==> src/crlu_pkg.sv <==
// package: constants and types for the control register load unit
package crlu_pkg;
	localparam logic [3:0] OP_HI = 4'h4;
	localparam logic [3:0] OP_LD_REG = 4'hE;
	localparam logic [3:0] OP_LD_MEM = 4'h7;
	localparam logic [7:0] OP_LOOP_STOP = 8'h8E;
	localparam logic [3:0] SEL_STATUS = 4'h0;
	localparam logic [3:0] SEL_GLOBAL = 4'h1;
	localparam logic [3:0] SEL_VECTOR = 4'h2;
	localparam logic [3:0] SEL_SAVED_ST = 4'h3;
	localparam logic [3:0] SEL_SAVED_PC = 4'h4;
	localparam logic [3:0] SEL_WRAP = 4'h5;
	localparam logic [3:0] SEL_BEGIN = 4'h6;
	localparam logic [3:0] SEL_STOP = 4'h7;
	localparam int BANK_SEL_BIT = 29;
	localparam int PRIV_BIT = 30;
	localparam logic [31:0] SAVED_ST_MASK = 32'h7000_03F3;
	localparam logic [31:0] STATUS_MEM_MASK = 32'h0FFF_0FFF;
	localparam logic [31:0] POST_INC = 32'h0000_0004;
	localparam logic [31:0] PC_STEP = 32'h0000_0002;
	localparam logic [31:0] PC_AHEAD = 32'h0000_0004;
	localparam logic [31:0] SLOT_BASE_ADD = 32'h0000_0002;
	localparam logic [31:0] STATUS_RESET = 32'h7000_00F0;
	localparam logic [3:0] CYC_ONE = 4'h1;
	localparam logic [3:0] CYC_ST_REG = 4'h5;
	localparam logic [3:0] CYC_ST_MEM = 4'h7;
	localparam logic [3:0] CYC_ST_REG_DSP = 4'h3;
	localparam logic [3:0] CYC_ST_MEM_DSP = 4'h5;
	localparam logic [3:0] CYC_DSP_REG = 4'h3;
	localparam logic [3:0] CYC_DSP_MEM = 4'h5;
	localparam logic [3:0] CYC_LOOP_STOP = 4'h3;
	typedef enum {CRLU_IDLE, CRLU_READ, CRLU_BUSY} crlu_state_t;
	typedef enum logic [2:0] {EXC_NONE, EXC_ILLEGAL, EXC_SLOT} crlu_exc_t;
endpackage

==> src/crlu_dec_if.sv <==
// interface: decoded instruction fields passed to the executing stage
`timescale 1ns/100ps
interface crlu_dec_if;
	logic hit;
	logic is_mem;
	logic is_bank;
	logic is_loop_stop;
	logic [3:0] sel;
	logic [2:0] bank_idx;
	logic [3:0] src;
	logic [7:0] disp;
	logic privileged;
	logic is_dsp;
	modport dec (output hit, is_mem, is_bank, is_loop_stop, sel, bank_idx, src, disp,
		privileged, is_dsp);
	modport exe (input hit, is_mem, is_bank, is_loop_stop, sel, bank_idx, src, disp,
		privileged, is_dsp);
endinterface

==> src/crlu_decoder.sv <==
// module: combinational decode of the control load instruction group
`timescale 1ns/100ps
module crlu_decoder (
	input wire logic [15:0] insn_i,
	crlu_dec_if.dec dec
);
	import crlu_pkg::*;
	logic form_reg;
	logic form_mem;
	always_comb begin
		form_reg = (insn_i[15:12] == OP_HI) && (insn_i[3:0] == OP_LD_REG);
		form_mem = (insn_i[15:12] == OP_HI) && (insn_i[3:0] == OP_LD_MEM);
		dec.is_loop_stop = (insn_i[15:8] == OP_LOOP_STOP); // RULE13
		dec.is_bank = (form_reg || form_mem) && insn_i[7];
		dec.sel = insn_i[7:4];
		dec.bank_idx = insn_i[6:4];
		dec.src = insn_i[11:8];
		dec.disp = insn_i[7:0];
		dec.is_mem = form_mem;
		// the begin-address load is handled elsewhere
		dec.hit = dec.is_loop_stop || ((form_reg || form_mem) &&
			(insn_i[7] || insn_i[6:4] != SEL_BEGIN[2:0]));
		dec.privileged = !dec.is_loop_stop &&
			!(!insn_i[7] && insn_i[6:4] == SEL_GLOBAL[2:0]); // RULE1 RULE2
		// loop-stop form is extended-core only; its low byte is a displacement, not a selector
		dec.is_dsp = dec.is_loop_stop || (!insn_i[7] &&
			(insn_i[6:4] == SEL_WRAP[2:0] || insn_i[6:4] == SEL_STOP[2:0])); // RULE11 RULE13
	end
endmodule // crlu_decoder

==> src/crlu_top.sv <==
// module: control register load unit, decode and execute
`timescale 1ns/100ps
// How it works
// RULE1 - all control loads except global-base ones need privileged mode, else illegal; the code also lets loop-stop loads run in user mode
// RULE2 - global-base loads from register or memory run fine in user mode
// RULE3 - bank select 1: operands use bank 1, banked operand targets bank 0
// RULE4 - bank select 0: operands use bank 0, banked operand targets bank 1
// RULE5 - status-word load in a delay slot raises illegal slot
// RULE6 - saved-status load is masked with 0x700003F3
// RULE7 - memory status load masks with 0x0FFF0FFF then bumps address by four
// RULE8 - status loads take 5 or 7 cycles, fewer on DSP; test flag from bit 0
// RULE9 - plain control loads copy all 32 bits; register forms take one cycle
// RULE10 - memory forms read longword at source register, then add four to it
// RULE11 - wrap and loop-boundary loads take 3 from register, 5 from memory
// RULE12 - memory banked load fills alternate-bank register 0..7 then adds four
// RULE13 - loop-stop load decodes 8-bit prefix plus displacement, takes 3 cycles
// RULE14 - loop-stop base is the pc four bytes past the instruction
// RULE15 - displacement sign-extended, doubled, added to base
// RULE16 - in a delay slot the base is branch target plus two
// RULE17 - software knows the loop-stop value differs from the true loop end
// RULE18 - pc advances by two after each completed load unless an exception
module crlu_top (
	input wire logic CORE_CLK_I,
	input wire logic RST_N_I,
	input wire logic [15:0] INSN_I,
	input wire logic ISSUE_I,
	input wire logic [31:0] PC_I,
	input wire logic IN_SLOT_I,
	input wire logic [31:0] SLOT_TARGET_I,
	input wire logic DSP_CORE_I,
	input wire logic [31:0] GPR_RDATA_I,
	input wire logic MEM_ACK_I,
	input wire logic [31:0] MEM_RDATA_I,
	output logic [3:0] GPR_RADDR_O,
	output logic GPR_RBANK_O,
	output logic GPR_WE_O,
	output logic [3:0] GPR_WADDR_O,
	output logic GPR_WBANK_O,
	output logic [31:0] GPR_WDATA_O,
	output logic MEM_REQ_O,
	output logic [31:0] MEM_ADDR_O,
	output logic [31:0] STATUS_WORD_O,
	output logic [31:0] GLOBAL_BASE_O,
	output logic [31:0] VECTOR_BASE_O,
	output logic [31:0] SAVED_STATUS_O,
	output logic [31:0] SAVED_PC_O,
	output logic [31:0] WRAP_BOUNDS_O,
	output logic [31:0] LOOP_STOP_ADDR_O,
	output logic [31:0] PC_O,
	output logic PC_WE_O,
	output logic BUSY_O,
	output logic DONE_O,
	output crlu_pkg::crlu_exc_t EXC_O
);
	import crlu_pkg::*;

	// ----------------------------------------
	// decode
	// ----------------------------------------
	crlu_dec_if dif ();
	crlu_decoder u_dec (
		.insn_i(INSN_I),
		.dec(dif)
	);

	crlu_state_t state_q;
	logic [3:0] cnt_q;
	logic is_mem_q;
	logic is_bank_q;
	logic is_loop_q;
	logic [3:0] sel_q;
	logic [2:0] bank_q;
	logic [3:0] src_q;
	logic [31:0] value_q;
	logic [31:0] addr_q;
	logic user_mode;
	logic bank_sel;
	logic start;
	logic illegal;
	logic slot_bad;
	logic [3:0] cycles;
	logic [31:0] loop_base;
	logic [31:0] disp_ext;

	assign user_mode = !STATUS_WORD_O[PRIV_BIT];
	assign bank_sel = STATUS_WORD_O[BANK_SEL_BIT];
	assign start = ISSUE_I && dif.hit && state_q == CRLU_IDLE;
	assign illegal = (dif.privileged && user_mode) || (dif.is_dsp && !DSP_CORE_I); // RULE1 RULE2
	assign slot_bad = IN_SLOT_I && !dif.is_bank && !dif.is_loop_stop && dif.sel == SEL_STATUS; // RULE5

	// ----------------------------------------
	// cycle counts per form
	// ----------------------------------------
	always_comb begin
		cycles = CYC_ONE; // RULE9
		if (dif.is_loop_stop)
			cycles = CYC_LOOP_STOP; // RULE13
		else if (!dif.is_bank && dif.sel == SEL_STATUS) begin
			if (DSP_CORE_I)
				cycles = dif.is_mem ? CYC_ST_MEM_DSP : CYC_ST_REG_DSP; // RULE8
			else
				cycles = dif.is_mem ? CYC_ST_MEM : CYC_ST_REG; // RULE8
		end else if (dif.is_dsp)
			cycles = dif.is_mem ? CYC_DSP_MEM : CYC_DSP_REG; // RULE11
	end

	assign disp_ext = {{23{dif.disp[7]}}, dif.disp, 1'b0}; // RULE15
	// in a slot the pc tracks the branch target, not this instruction
	assign loop_base = IN_SLOT_I ? SLOT_TARGET_I + SLOT_BASE_ADD : PC_I + PC_AHEAD; // RULE14 RULE16

	// ----------------------------------------
	// sequencing
	// ----------------------------------------
	logic finish;
	assign finish = (state_q == CRLU_BUSY && cnt_q <= CYC_ONE) ||
		(state_q == CRLU_READ && MEM_ACK_I && cnt_q <= CYC_ONE);

	always_ff @(posedge CORE_CLK_I) begin
		if (!RST_N_I) begin
			state_q <= CRLU_IDLE;
			cnt_q <= 4'h0;
		end else begin
			unique case (state_q)
				CRLU_IDLE: begin
					if (start && !illegal && !slot_bad) begin
						state_q <= dif.is_mem ? CRLU_READ : CRLU_BUSY;
						cnt_q <= cycles;
					end
				end
				CRLU_READ: begin
					if (MEM_ACK_I) begin
						state_q <= (cnt_q <= CYC_ONE) ? CRLU_IDLE : CRLU_BUSY;
						cnt_q <= (cnt_q > CYC_ONE) ? cnt_q - CYC_ONE : cnt_q;
					end else if (cnt_q > CYC_ONE + CYC_ONE) begin
						cnt_q <= cnt_q - CYC_ONE;
					end
				end
				CRLU_BUSY: begin
					if (cnt_q <= CYC_ONE)
						state_q <= CRLU_IDLE;
					else
						cnt_q <= cnt_q - CYC_ONE;
				end
			endcase
		end
	end

	// ----------------------------------------
	// operand capture and register-file read
	// ----------------------------------------
	always_ff @(posedge CORE_CLK_I) begin
		if (!RST_N_I) begin
			is_mem_q <= 1'b0;
			is_bank_q <= 1'b0;
			is_loop_q <= 1'b0;
			sel_q <= 4'h0;
			bank_q <= 3'h0;
			src_q <= 4'h0;
			value_q <= 32'h0000_0000;
			addr_q <= 32'h0000_0000;
			GPR_RADDR_O <= 4'h0;
			GPR_RBANK_O <= 1'b0;
		end else begin
			GPR_RADDR_O <= dif.src;
			GPR_RBANK_O <= bank_sel; // RULE3 RULE4
			if (start) begin
				is_mem_q <= dif.is_mem;
				is_bank_q <= dif.is_bank;
				is_loop_q <= dif.is_loop_stop;
				sel_q <= dif.sel;
				bank_q <= dif.bank_idx;
				src_q <= dif.src;
				addr_q <= PC_I;
				value_q <= loop_base + disp_ext; // RULE14 RULE15 RULE16
			end
		end
	end

	// ----------------------------------------
	// memory read: longword at source register
	// ----------------------------------------
	always_ff @(posedge CORE_CLK_I) begin
		if (!RST_N_I) begin
			MEM_REQ_O <= 1'b0;
			MEM_ADDR_O <= 32'h0000_0000;
		end else if (state_q == CRLU_IDLE && start && !illegal && !slot_bad && dif.is_mem) begin
			MEM_REQ_O <= 1'b1;
			MEM_ADDR_O <= GPR_RDATA_I; // RULE10
		end else if (MEM_ACK_I) begin
			MEM_REQ_O <= 1'b0;
		end
	end

	// source data: register data sampled at issue, memory data at the ack
	logic [31:0] src_val;
	logic [31:0] src_hold_q;
	always_ff @(posedge CORE_CLK_I) begin
		if (!RST_N_I)
			src_hold_q <= 32'h0000_0000;
		else if (start)
			src_hold_q <= GPR_RDATA_I; // RULE9
		else if (state_q == CRLU_READ && MEM_ACK_I)
			src_hold_q <= MEM_RDATA_I; // RULE10
	end
	assign src_val = src_hold_q;

	// ----------------------------------------
	// control register writes at completion
	// ----------------------------------------
	logic commit;
	logic commit_q;
	always_ff @(posedge CORE_CLK_I) begin
		if (!RST_N_I)
			commit_q <= 1'b0;
		else
			commit_q <= finish;
	end
	assign commit = commit_q;

	always_ff @(posedge CORE_CLK_I) begin
		if (!RST_N_I) begin
			STATUS_WORD_O <= STATUS_RESET;
			GLOBAL_BASE_O <= 32'h0000_0000;
			VECTOR_BASE_O <= 32'h0000_0000;
			SAVED_STATUS_O <= 32'h0000_0000;
			SAVED_PC_O <= 32'h0000_0000;
			WRAP_BOUNDS_O <= 32'h0000_0000;
			LOOP_STOP_ADDR_O <= 32'h0000_0000;
		end else if (commit && is_loop_q) begin
			LOOP_STOP_ADDR_O <= value_q; // RULE13
		end else if (commit && !is_bank_q) begin
			unique case (sel_q)
				SEL_STATUS: begin
					// test flag lands in bit 0 straight from the operand
					if (is_mem_q)
						STATUS_WORD_O <= src_val & STATUS_MEM_MASK; // RULE7 RULE8
					else
						STATUS_WORD_O <= src_val; // RULE8
				end
				SEL_GLOBAL: GLOBAL_BASE_O <= src_val; // RULE9
				SEL_VECTOR: VECTOR_BASE_O <= src_val; // RULE9
				SEL_SAVED_ST: SAVED_STATUS_O <= src_val & SAVED_ST_MASK; // RULE6
				SEL_SAVED_PC: SAVED_PC_O <= src_val; // RULE9
				SEL_WRAP: WRAP_BOUNDS_O <= src_val; // RULE11
				SEL_STOP: LOOP_STOP_ADDR_O <= src_val; // RULE11
				default: ;
			endcase
		end
	end

	// ----------------------------------------
	// register-file writes: banked target and post-increment
	// ----------------------------------------
	logic inc_pend_q;
	always_ff @(posedge CORE_CLK_I) begin
		if (!RST_N_I) begin
			GPR_WE_O <= 1'b0;
			GPR_WADDR_O <= 4'h0;
			GPR_WBANK_O <= 1'b0;
			GPR_WDATA_O <= 32'h0000_0000;
			inc_pend_q <= 1'b0;
		end else begin
			GPR_WE_O <= 1'b0;
			if (commit && is_bank_q) begin
				GPR_WE_O <= 1'b1;
				GPR_WADDR_O <= {1'b0, bank_q}; // RULE12
				GPR_WBANK_O <= !bank_sel; // RULE3 RULE4
				GPR_WDATA_O <= src_val; // RULE9
				inc_pend_q <= is_mem_q;
			end else if ((commit && is_mem_q) || inc_pend_q) begin
				GPR_WE_O <= 1'b1;
				GPR_WADDR_O <= src_q;
				GPR_WBANK_O <= bank_sel;
				GPR_WDATA_O <= MEM_ADDR_O + POST_INC; // RULE10 RULE12
				inc_pend_q <= 1'b0;
			end
		end
	end

	// ----------------------------------------
	// pc, status and exceptions
	// ----------------------------------------
	always_ff @(posedge CORE_CLK_I) begin
		if (!RST_N_I) begin
			PC_O <= 32'h0000_0000;
			PC_WE_O <= 1'b0;
			DONE_O <= 1'b0;
			EXC_O <= EXC_NONE;
			BUSY_O <= 1'b0;
		end else begin
			PC_WE_O <= commit;
			DONE_O <= commit;
			PC_O <= addr_q + PC_STEP; // RULE18
			BUSY_O <= (state_q != CRLU_IDLE) || (start && !illegal && !slot_bad);
			if (start && slot_bad)
				EXC_O <= EXC_SLOT; // RULE5
			else if (start && illegal)
				EXC_O <= EXC_ILLEGAL; // RULE1
			else
				EXC_O <= EXC_NONE;
		end
	end
endmodule // crlu_top

==> config.mk <==
export PLATFORM = sky130hd
export DESIGN_NAME = crlu_top
export DESIGN_NICKNAME = d
export VERILOG_FILES = /design/src/crlu_pkg.sv /design/src/crlu_dec_if.sv /design/src/crlu_decoder.sv /design/src/crlu_top.sv
export SDC_FILE = /design/constraint.sdc
export NUM_CORES = 1
export LEC_CHECK = 0
export CAP_MARGIN = 40
export CORE_MARGIN = 2
export CORE_UTILIZATION = 60
export DETAILED_ROUTE_END_ITERATION = 8
export DONT_BUFFER_PORTS = 1
export GPL_ROUTABILITY_DRIVEN = 0
export HOLD_SLACK_MARGIN = 0.12
export PLACE_DENSITY = 0.76
export SLEW_MARGIN = 20
export SYNTH_ARGS = -nofsm -noshare
export SYNTH_HDL_FRONTEND = slang
export SYNTH_SLANG_ARGS = --single-unit
==> constraint.sdc <==
create_clock -name CORE_CLK_I -period 5.88 [get_ports CORE_CLK_I]
set_input_delay 1.176 -clock CORE_CLK_I [delete_from_list [all_inputs] [get_ports CORE_CLK_I]]
set_output_delay 1.176 -clock CORE_CLK_I [all_outputs]
set_load 0.01 [all_outputs]
Word level (Yosys, flattened, before mapping)
Index checks and enable logic that the tools add are counted.
{"block": "op_classes", "reduce_logical": 70, "bitwise": 2, "n_addsub": 6, "order_cmp": 3, "n_eq_ne": 24, "mux": 39}
{"operator": "32-bit two-way mux", "count": 12}
{"operator": "32-bit case mux with 3 select lines", "count": 1}
{"operator": "32-bit by 2-bit adder with 32-bit output, second input constant", "count": 2}
{"operator": "32-bit by 3-bit adder with 32-bit output, second input constant", "count": 2}
{"operator": "32-bit by 2-bit equality test with 1-bit output, second input constant", "count": 2}
{"operator": "32-bit zero test", "count": 2}
{"operator": "32-bit adder", "count": 1}
{"operator": "32-bit by 1-bit equality test with 1-bit output, second input constant", "count": 1}
{"operator": "32-bit by 3-bit equality test with 1-bit output, second input constant", "count": 1}
{"operator": "32-bit nonzero test", "count": 1}
{"operator": "1-bit logical AND", "count": 30}
{"operator": "4-bit two-way mux", "count": 7}
{"operator": "3-bit AND reduction", "count": 7}
{"operator": "4-bit by 3-bit equality test with 1-bit output, second input constant", "count": 5}
{"operator": "3-bit two-way mux", "count": 5}
{"operator": "4-bit case mux with 3 select lines", "count": 1}
{"operator": "1-bit zero test", "count": 10}
{"operator": "2-bit nonzero test", "count": 5}
{"operator": "1-bit logical OR", "count": 9}
{"operator": "1-bit two-way mux", "count": 9}
{"operator": "3-bit inequality test, second input constant", "count": 3}
{"operator": "4-bit by 2-bit equality test with 1-bit output, second input constant", "count": 2}
{"operator": "8-bit equality test, second input constant", "count": 1}
{"operator": "4-bit zero test", "count": 2}
{"operator": "other kinds (14)", "count": 23}
{"block": "word_totals", "out_inout_bits": 338, "ff_bits": 464, "word_cells": 178}

Longest topological paths before layout
Gate-level depths: netlist of the first run.
{"block": "logic_depth", "word_depth": 12, "depth_mapped": 18}

By module
Synthesis of the first run repeated with hierarchy kept, for this count alone.
{"block": "unflattened", "cells_unflattened": 2659, "area_unflattened_um2": 21471.8}
{"mod": "crlu_top", "seq_area_each_um2": 8668.3, "instances": 1, "area_per_inst_um2": 21224.1, "cells_per_inst": 2624}
{"mod": "crlu_decoder", "seq_area_each_um2": 0.0, "instances": 1, "area_per_inst_um2": 247.7, "cells_per_inst": 35}

Least setup slack after synthesis of the first run
Ideal clock, no wire load.
{"block": "synth_timing", "kind": "input -> register", "startpoint": "input port PC_I[4]", "endpoint": "register value_q[31]", "setup_slack_ps": 1447, "stages": 17, "setup_ps": 132, "arrival_ps": 4301, "path_cell_list": "clkbuf_1 > nand4_1 > nor2_1 > and3_1 > and3_1 > clkbuf_1 > xnor2_1 > o21ai_0 > ha_1 > a21o_1 > a21o_1 > a2111oi_4 > nor3_1 > a21o_1 > a311oi_2 > xnor2_1 > a21oi_1"}
{"block": "synth_via", "elab_chain_len": 3}
{"item": "from (decl)", "line_no": "crlu_top.sv:27", "source": "input wire logic [31:0] PC_I,"}
{"item": "32-bit by 3-bit adder with 32-bit output", "line_no": "crlu_top.sv:109", "source": "assign loop_base = IN_SLOT_I ? SLOT_TARGET_I + SLOT_BASE_ADD : PC_I + PC_AHEAD;"}
{"item": "32-bit two-way mux", "line_no": "crlu_top.sv:109"}
{"item": "32-bit adder", "line_no": "crlu_top.sv:174", "source": "value_q <= loop_base + disp_ext;"}
{"item": "to (signal assigned)", "line_no": "crlu_top.sv:174"}
{"item": "to (decl)", "line_no": "crlu_top.sv:74", "source": "logic [31:0] value_q;"}
Every way passes these cells.
A chain may end at the register's enable or synchronous reset.

Worst setup path after layout of the first run
{"block": "layout_timing", "startpoint": "input port SLOT_TARGET_I[7]", "endpoint": "register value_q[30]"}
{"block": "layout_via", "elab_chain_len": 3}
{"item": "from (decl)", "line_no": "crlu_top.sv:29", "source": "input wire logic [31:0] SLOT_TARGET_I,"}
{"item": "32-bit by 2-bit adder with 32-bit output", "line_no": "crlu_top.sv:109"}
{"item": "32-bit two-way mux", "line_no": "crlu_top.sv:109"}
{"item": "32-bit adder", "line_no": "crlu_top.sv:174"}
Every way passes these cells.

==> impl_metrics.toml, run 1 <==
[global_routing]
grt_usage_pct = 34.2
grt.overflow.total = 0
antenna_found_initial = 0
grt_first_pass_wirelength_mm = 97.7
grt_max_degree = 445
grt_pass1_vias = 17071

[power_and_ir_drop]
ir_drop_mv = 0.222
p_leak_nw = 8.76
power.density_mw_per_mm2 = 272

[synthesis]
postSynthCellCount = 2583
synth.cell_area_mm2 = 0.0211
synth_flop_cell = "dfxtp_1"
synthTopCellsByCount = "nand2_1 (639), dfxtp_1 (430), a21boi_0 (198), clkbuf_1 (165), nand3_1 (148)"
yosys_warnings = 0
avgSynthCellArea_um2 = 8.19
synth-edff-count = 0
synth.largest_area_cell = "dfxtp_1"
synth.top_cells.by_area = "dfxtp_1 (41%), nand2_1 (11%), a21boi_0 (7.0%), o211a_1 (3.6%), nand3_1 (3.5%)"
synth_async_sr_flop_share_pct = 0
ys_types = 74
ys_ff_latch = 430
yosysMostFrequentCell = "nand2_1"
ys_seq_area_share_pct = 40.7
synth.top_cell.area_share_pct = 40.7

[cts]
cts_root_buf = "clkbuf_16"
cts_inserted_buffers = 44
postCtsResizedCells = 0
clockBufferDepth = 3
tritoncts = "done"
clkLatencyLatePin_ps = 560
cts_sinks = 430
htreeDepth = 2
postCtsHoldBufs = 0
clk_pin_slew_ps = 60
post_cts_buffers = 0

[timing]
period_minus_slack_ps = 4250
tns_ps = 0
slew_headroom_pct = 45.0
skew_ps = 26.3
finalHoldViolations = 0
fin_hold_ws_ps = 456
fmax_mhz = 236
post-route-period-util_pct = 72.2
rsz0062_at_grt = "false"
final_max_slew_viol_count = 0
tightest_slew_ps = 817
finalSetupViolCount = 0

[die]
dieArea_mm2 = 0.0368
ioPinCount = 488
die_w_um = 192
die_h_um = 192
std_cell_rows = 68
start_util_pct = 61.1
core_mm2 = 0.0346

[worst_setup_path]
cp-startpoint = "SLOT_TARGET_I[7]"
critical_path_peak_fanout = 9
criticalPathCategory = "input port to register"
endpoint = "value_q[30]"
required_ps = 6320
timing.rr.start = "state_q[1]"
ff2ff_setup_slack_ps = 2970
start_kind = "input port"
cp-end-kind = "register"
r2r_cells = 10
arrival_ps = 4680
worst_r2r_endpoint = "value_q[30]"

[outcome]
status = "complete, no violations"

[route]
drtAntennaViolNets = 0
via_per_inst = 6.14
drtIter0Drc = 1280
first_pass_iters = 5
route.detailed.drc = 0
vias = 18020
totalWireLength_mm = 65.4
wire_per_inst_um = 22.3

[cells_and_area]
postLayoutCoreUtil_pct = 65.2
nNetsFinal = 2645
nFillCells = 2811
area_delta_synth_final_pct = 6.79
drive_gt1_share_pct = 5.16
antenna_cells = 0

[run]
maxCapViolCount = 0

[place]
dpl.hpwl_mm = 46.5
portBuffers = 0

[min_path]
worstHoldPathType = "register to register"
[where the power goes]
| group | total (mW) | internal, mW | switching (mW) |
|---|---|---|---|
| logic | 0.408 | 0.178 | 0.230 |
| clock network | 2.79 | 1.65 | 1.14 |
| registers | 2.95 | 2.93 | 0.0250 |
| total | 6.15 | 4.76 | 1.40 |
[placed cells by master, fill, tap and decap left out, drive strengths merged, types with 24 or more instances in the layout]
master and n:
and2 62, o21ai 73, ha 45, nor2b 41, nand2 639, o211a 77, dfxtp 430, xnor2 65
xor2 59, mux2i 48, nor2 82, nand3 148, a21boi 239, a21oi 77, clkbuf 65, buf 24
and3 33, nand4 32
[how the worst min path moves through the flow]
stage | startpoint | end | slack, ps | depth (start not counted)
after floorplan | addr_q[0] | PC_O[0] | 430 | 1
after global placement | src_q[3] | GPR_WADDR_O[3] | 440 | 2
after detailed placement | src_q[3] | GPR_WADDR_O[3] | 450 | 2
after CTS | src_q[3] | GPR_WADDR_O[3] | 460 | 2
after global routing | src_q[3] | GPR_WADDR_O[3] | 500 | 2
final | src_q[3] | GPR_WADDR_O[3] | 460 | 2
[logic make-up after synthesis]
family                   Yosys count  synth area share, %
AND/OR/NAND/NOR                 1133                 24.9
AO/OA/AOI/OAI                    555                 19.2
flip-flops                       430                 40.7
buffers and inverters            246                 4.98
XOR/XNOR                         124                 5.14
multiplexers                      48                 2.27
adder cells (fa/ha/maj)           46                 2.76
other                              1               0.0177
[routing by layer]
metal	wire, um	track usage, %	part of all wire, %	up-vias
met5	0	0	0	-
met4	3200	17.7	4.9	0
met3	6760	10.3	10	175
met2	30700	56.9	47	802
met1	24800	39.7	38	8541
li1	-	-	-	8502
[metrics by stage]
step                      cell area, um^2  power, mW  instances  setup slack [ps]
after floorplan                     21200       3.38       2604              1450
after global routing                22600       6.33       2936              1430
final                               22600       6.15       2936              1630
after global placement              21000       3.40       2852              1240
after CTS                           22500       6.16       2933              1690
after detailed placement            21100       3.41       2855              1150
[critical path, cell delays in order]
cell and delay (ps):
nand4_1 120, or3_4 440, or2_2 320, inv_1 120
nand3_1 100, xor2_1 140, a21oi_1 80, ha_1 470
a21o_1 200, a21oi_1 50, a31o_2 260, a2111oi_0 420
nor2_1 190, o31ai_1 330, nand4_1 130, o211a_1 140
[sequential cells by signal, summed over array words and instances (netlist names), 2 cells and up]
register          count
EXC_O                 2
GLOBAL_BASE_O        32
GPR_RADDR_O           4
GPR_WADDR_O           4
GPR_WDATA_O          32
LOOP_STOP_ADDR_O     32
MEM_ADDR_O           32
PC_O                 32
SAVED_PC_O           32
SAVED_STATUS_O       11
STATUS_WORD_O        32
VECTOR_BASE_O        32
WRAP_BOUNDS_O        32
addr_q               32
cnt_q                 4
sel_q                 4
src_hold_q           32
src_q                 4
state_q               2
value_q              32
[final cells by class]
cell class	instances	area, um^2	share of cell area, %
multi-input cells	1928	11600	51.5
clock buffers	65	1290	5.72
well taps	455	569	2.52
clock inverters	13	153	0.676
flip-flops and latches	430	8610	38.1
repair buffers	24	262	1.16
inverters	21	78.8	0.349
Note: power is estimated with default switching activity, not from simulation.
==> inputs of run 2 (changes only) <==
==> constraint.sdc (replaced) <==
create_clock -name CORE_CLK_I -period 4.06 [get_ports CORE_CLK_I]
set_input_delay 0.812 -clock CORE_CLK_I [delete_from_list [all_inputs] [get_ports CORE_CLK_I]]
set_output_delay 0.812 -clock CORE_CLK_I [all_outputs]
set_load 0.01 [all_outputs]
==> run 2 against run 1 <==
Net effect: register-to-register slack worse by 1500 ps; combinational power up 52%; die area unchanged; clock-buffer cell count down 1; clock power up 40%; critical path depth unchanged; non-clock buffer count up 19; routed wire length up 0.30%; worst setup slack worse by 1400 ps.
==> impl_metrics.toml, run 2 (same netlist as run 1, synthesis figures left out) <==
[cells_and_area]
mostFrequentLayoutCells = "nand2_1 (638), dfxtp_1 (430), a21boi_0 (198)"
nNetsFinal = 2664
final_cells = 2954
drive_gt1_share_pct = 5.92
area_delta_synth_final_pct = 7.18
layout_commonest_cell = "nand2_1"
final_area_mm2 = 0.0227

[worst_setup_path]
cp-end-kind = "register"
start_kind = "input port"
cpLargestDelayFamily = "compound AO/OA/AOI/OAI gates"
arrival_ps = 4260
criticalPathCategory = "input port to register"
critPathMaxStageDelay_ps = 550
ff2ff_setup_slack_ps = 1480
crit_buf_inv = 1
critical_path_peak_fanout = 7
worst_r2r_endpoint = "STATUS_WORD_O[31]"
r2r_cells = 6
timing.rr.start = "commit"
required_ps = 4500
crit_chain = "nand4_1 -> or3_4 -> or2_2 -> inv_1 -> nand3_1 -> xor2_1 -> a21oi_1 -> ha_1 -> nand2_1 -> o211ai_1 -> a21oi_1 -> a2111oi_0 -> nor2_1 -> o31ai_1 -> nand4_1 -> o211a_1"
cp_slowest_cell = "a2111oi_0"

[global_routing]
grt_usage_pct = 33.9
grt.overflow.total = 0
grt_max_degree = 445
antenna_found_initial = 1
grt_first_pass_wirelength_mm = 97.1
grt_pass1_vias = 17168

[cts]
postCtsResizedCells = 0
cts_root_buf = "clkbuf_16"
post_cts_buffers = 0
clkLatencyLatePin_ps = 550
clockBufferDepth = 3
htreeDepth = 2
clk_pin_slew_ps = 60
cts_sinks = 430
cts_inserted_buffers = 44
postCtsHoldBufs = 0
tritoncts = "done"

[min_path]
min-delay-start = "GPR_RDATA_I[11]"
hold_path_depth = 2
worstHoldPathType = "input port to register"
hold_end = "MEM_ADDR_O[11]"

[route]
first_pass_iters = 5
route.detailed.drc = 0
vias = 18102
wire_per_inst_um = 22.2
totalWireLength_mm = 65.6
drtIter0Drc = 1491
drtAntennaViolNets = 0
via_per_inst = 6.13

[place]
place_ws_ps = -205
portBuffers = 0
dpl.hpwl_mm = 46.9
placedCellCount = 2876
placed_cell_area_mm2 = 0.0213

[timing]
fin_hold_ws_ps = 393
skew_ps = 16.3
finalSetupViolCount = 0
final_max_slew_viol_count = 0
slew_headroom_pct = 43.8
period_minus_slack_ps = 3830
finalHoldViolations = 0
tightest_slew_ps = 838
layout_setup_ws_ps = 232
post-route-period-util_pct = 94.3
rsz0062_at_grt = "false"
fmax_mhz = 261

[outcome]
status = "complete, no violations"

[run]
maxCapViolCount = 0

[power_and_ir_drop]
p_leak_nw = 8.82
ir_drop_mv = 0.393
power.density_mw_per_mm2 = 389
p_total_mw = 8.81

[die]
ioPinCount = 488
start_util_pct = 61.1
core_mm2 = 0.0346
die_w_um = 192
dieArea_mm2 = 0.0368
std_cell_rows = 68
die_h_um = 192
[run 2: stage by stage]
step	util (%)	setup TNS [ps]
final	65.5	0
after CTS	65.4	0
after global routing	65.5	0
after floorplan	-	0
after detailed placement	61.4	-490
after global placement	61.1	-390
[run 2: power breakdown]
part           internal (mW)  switching [mW]
clock                   2.26            1.65
sequential              4.24          0.0366
combinational          0.282           0.338
total                   6.78            2.03
[run 2: worst max path at each step]
stage | startpoint | to | slack [ps] | cells past startpoint
after floorplan | PC_I[4] | value_q[31] | 8 | 17
after global placement | SLOT_TARGET_I[7] | value_q[30] | -180 | 16
after detailed placement | SLOT_TARGET_I[7] | value_q[30] | -210 | 16
after CTS | SLOT_TARGET_I[7] | value_q[30] | 340 | 16
after global routing | SLOT_TARGET_I[7] | value_q[30] | 140 | 16
final | SLOT_TARGET_I[7] | value_q[30] | 230 | 16
[run 2: layout make-up]
cell class                 instances  area (um^2)
clock buffer                      64         1290
clock inverter                    12         97.6
multi-input combinational       1928        11600
timing repair buffer              43          395
sequential                       430         8610
tap                              455          569
fill                            2887        12000
inverter                          21         78.8
antenna                            1         2.50
[run 2: layer usage]
layer	GRT usage, %	vias to the layer above	wire length (um)
li1	-	8525	-
met3	11.3	186	7230
met2	56.8	856	30400
met5	0	-	0
met4	18.2	0	3560
met1	38.1	8535	24300
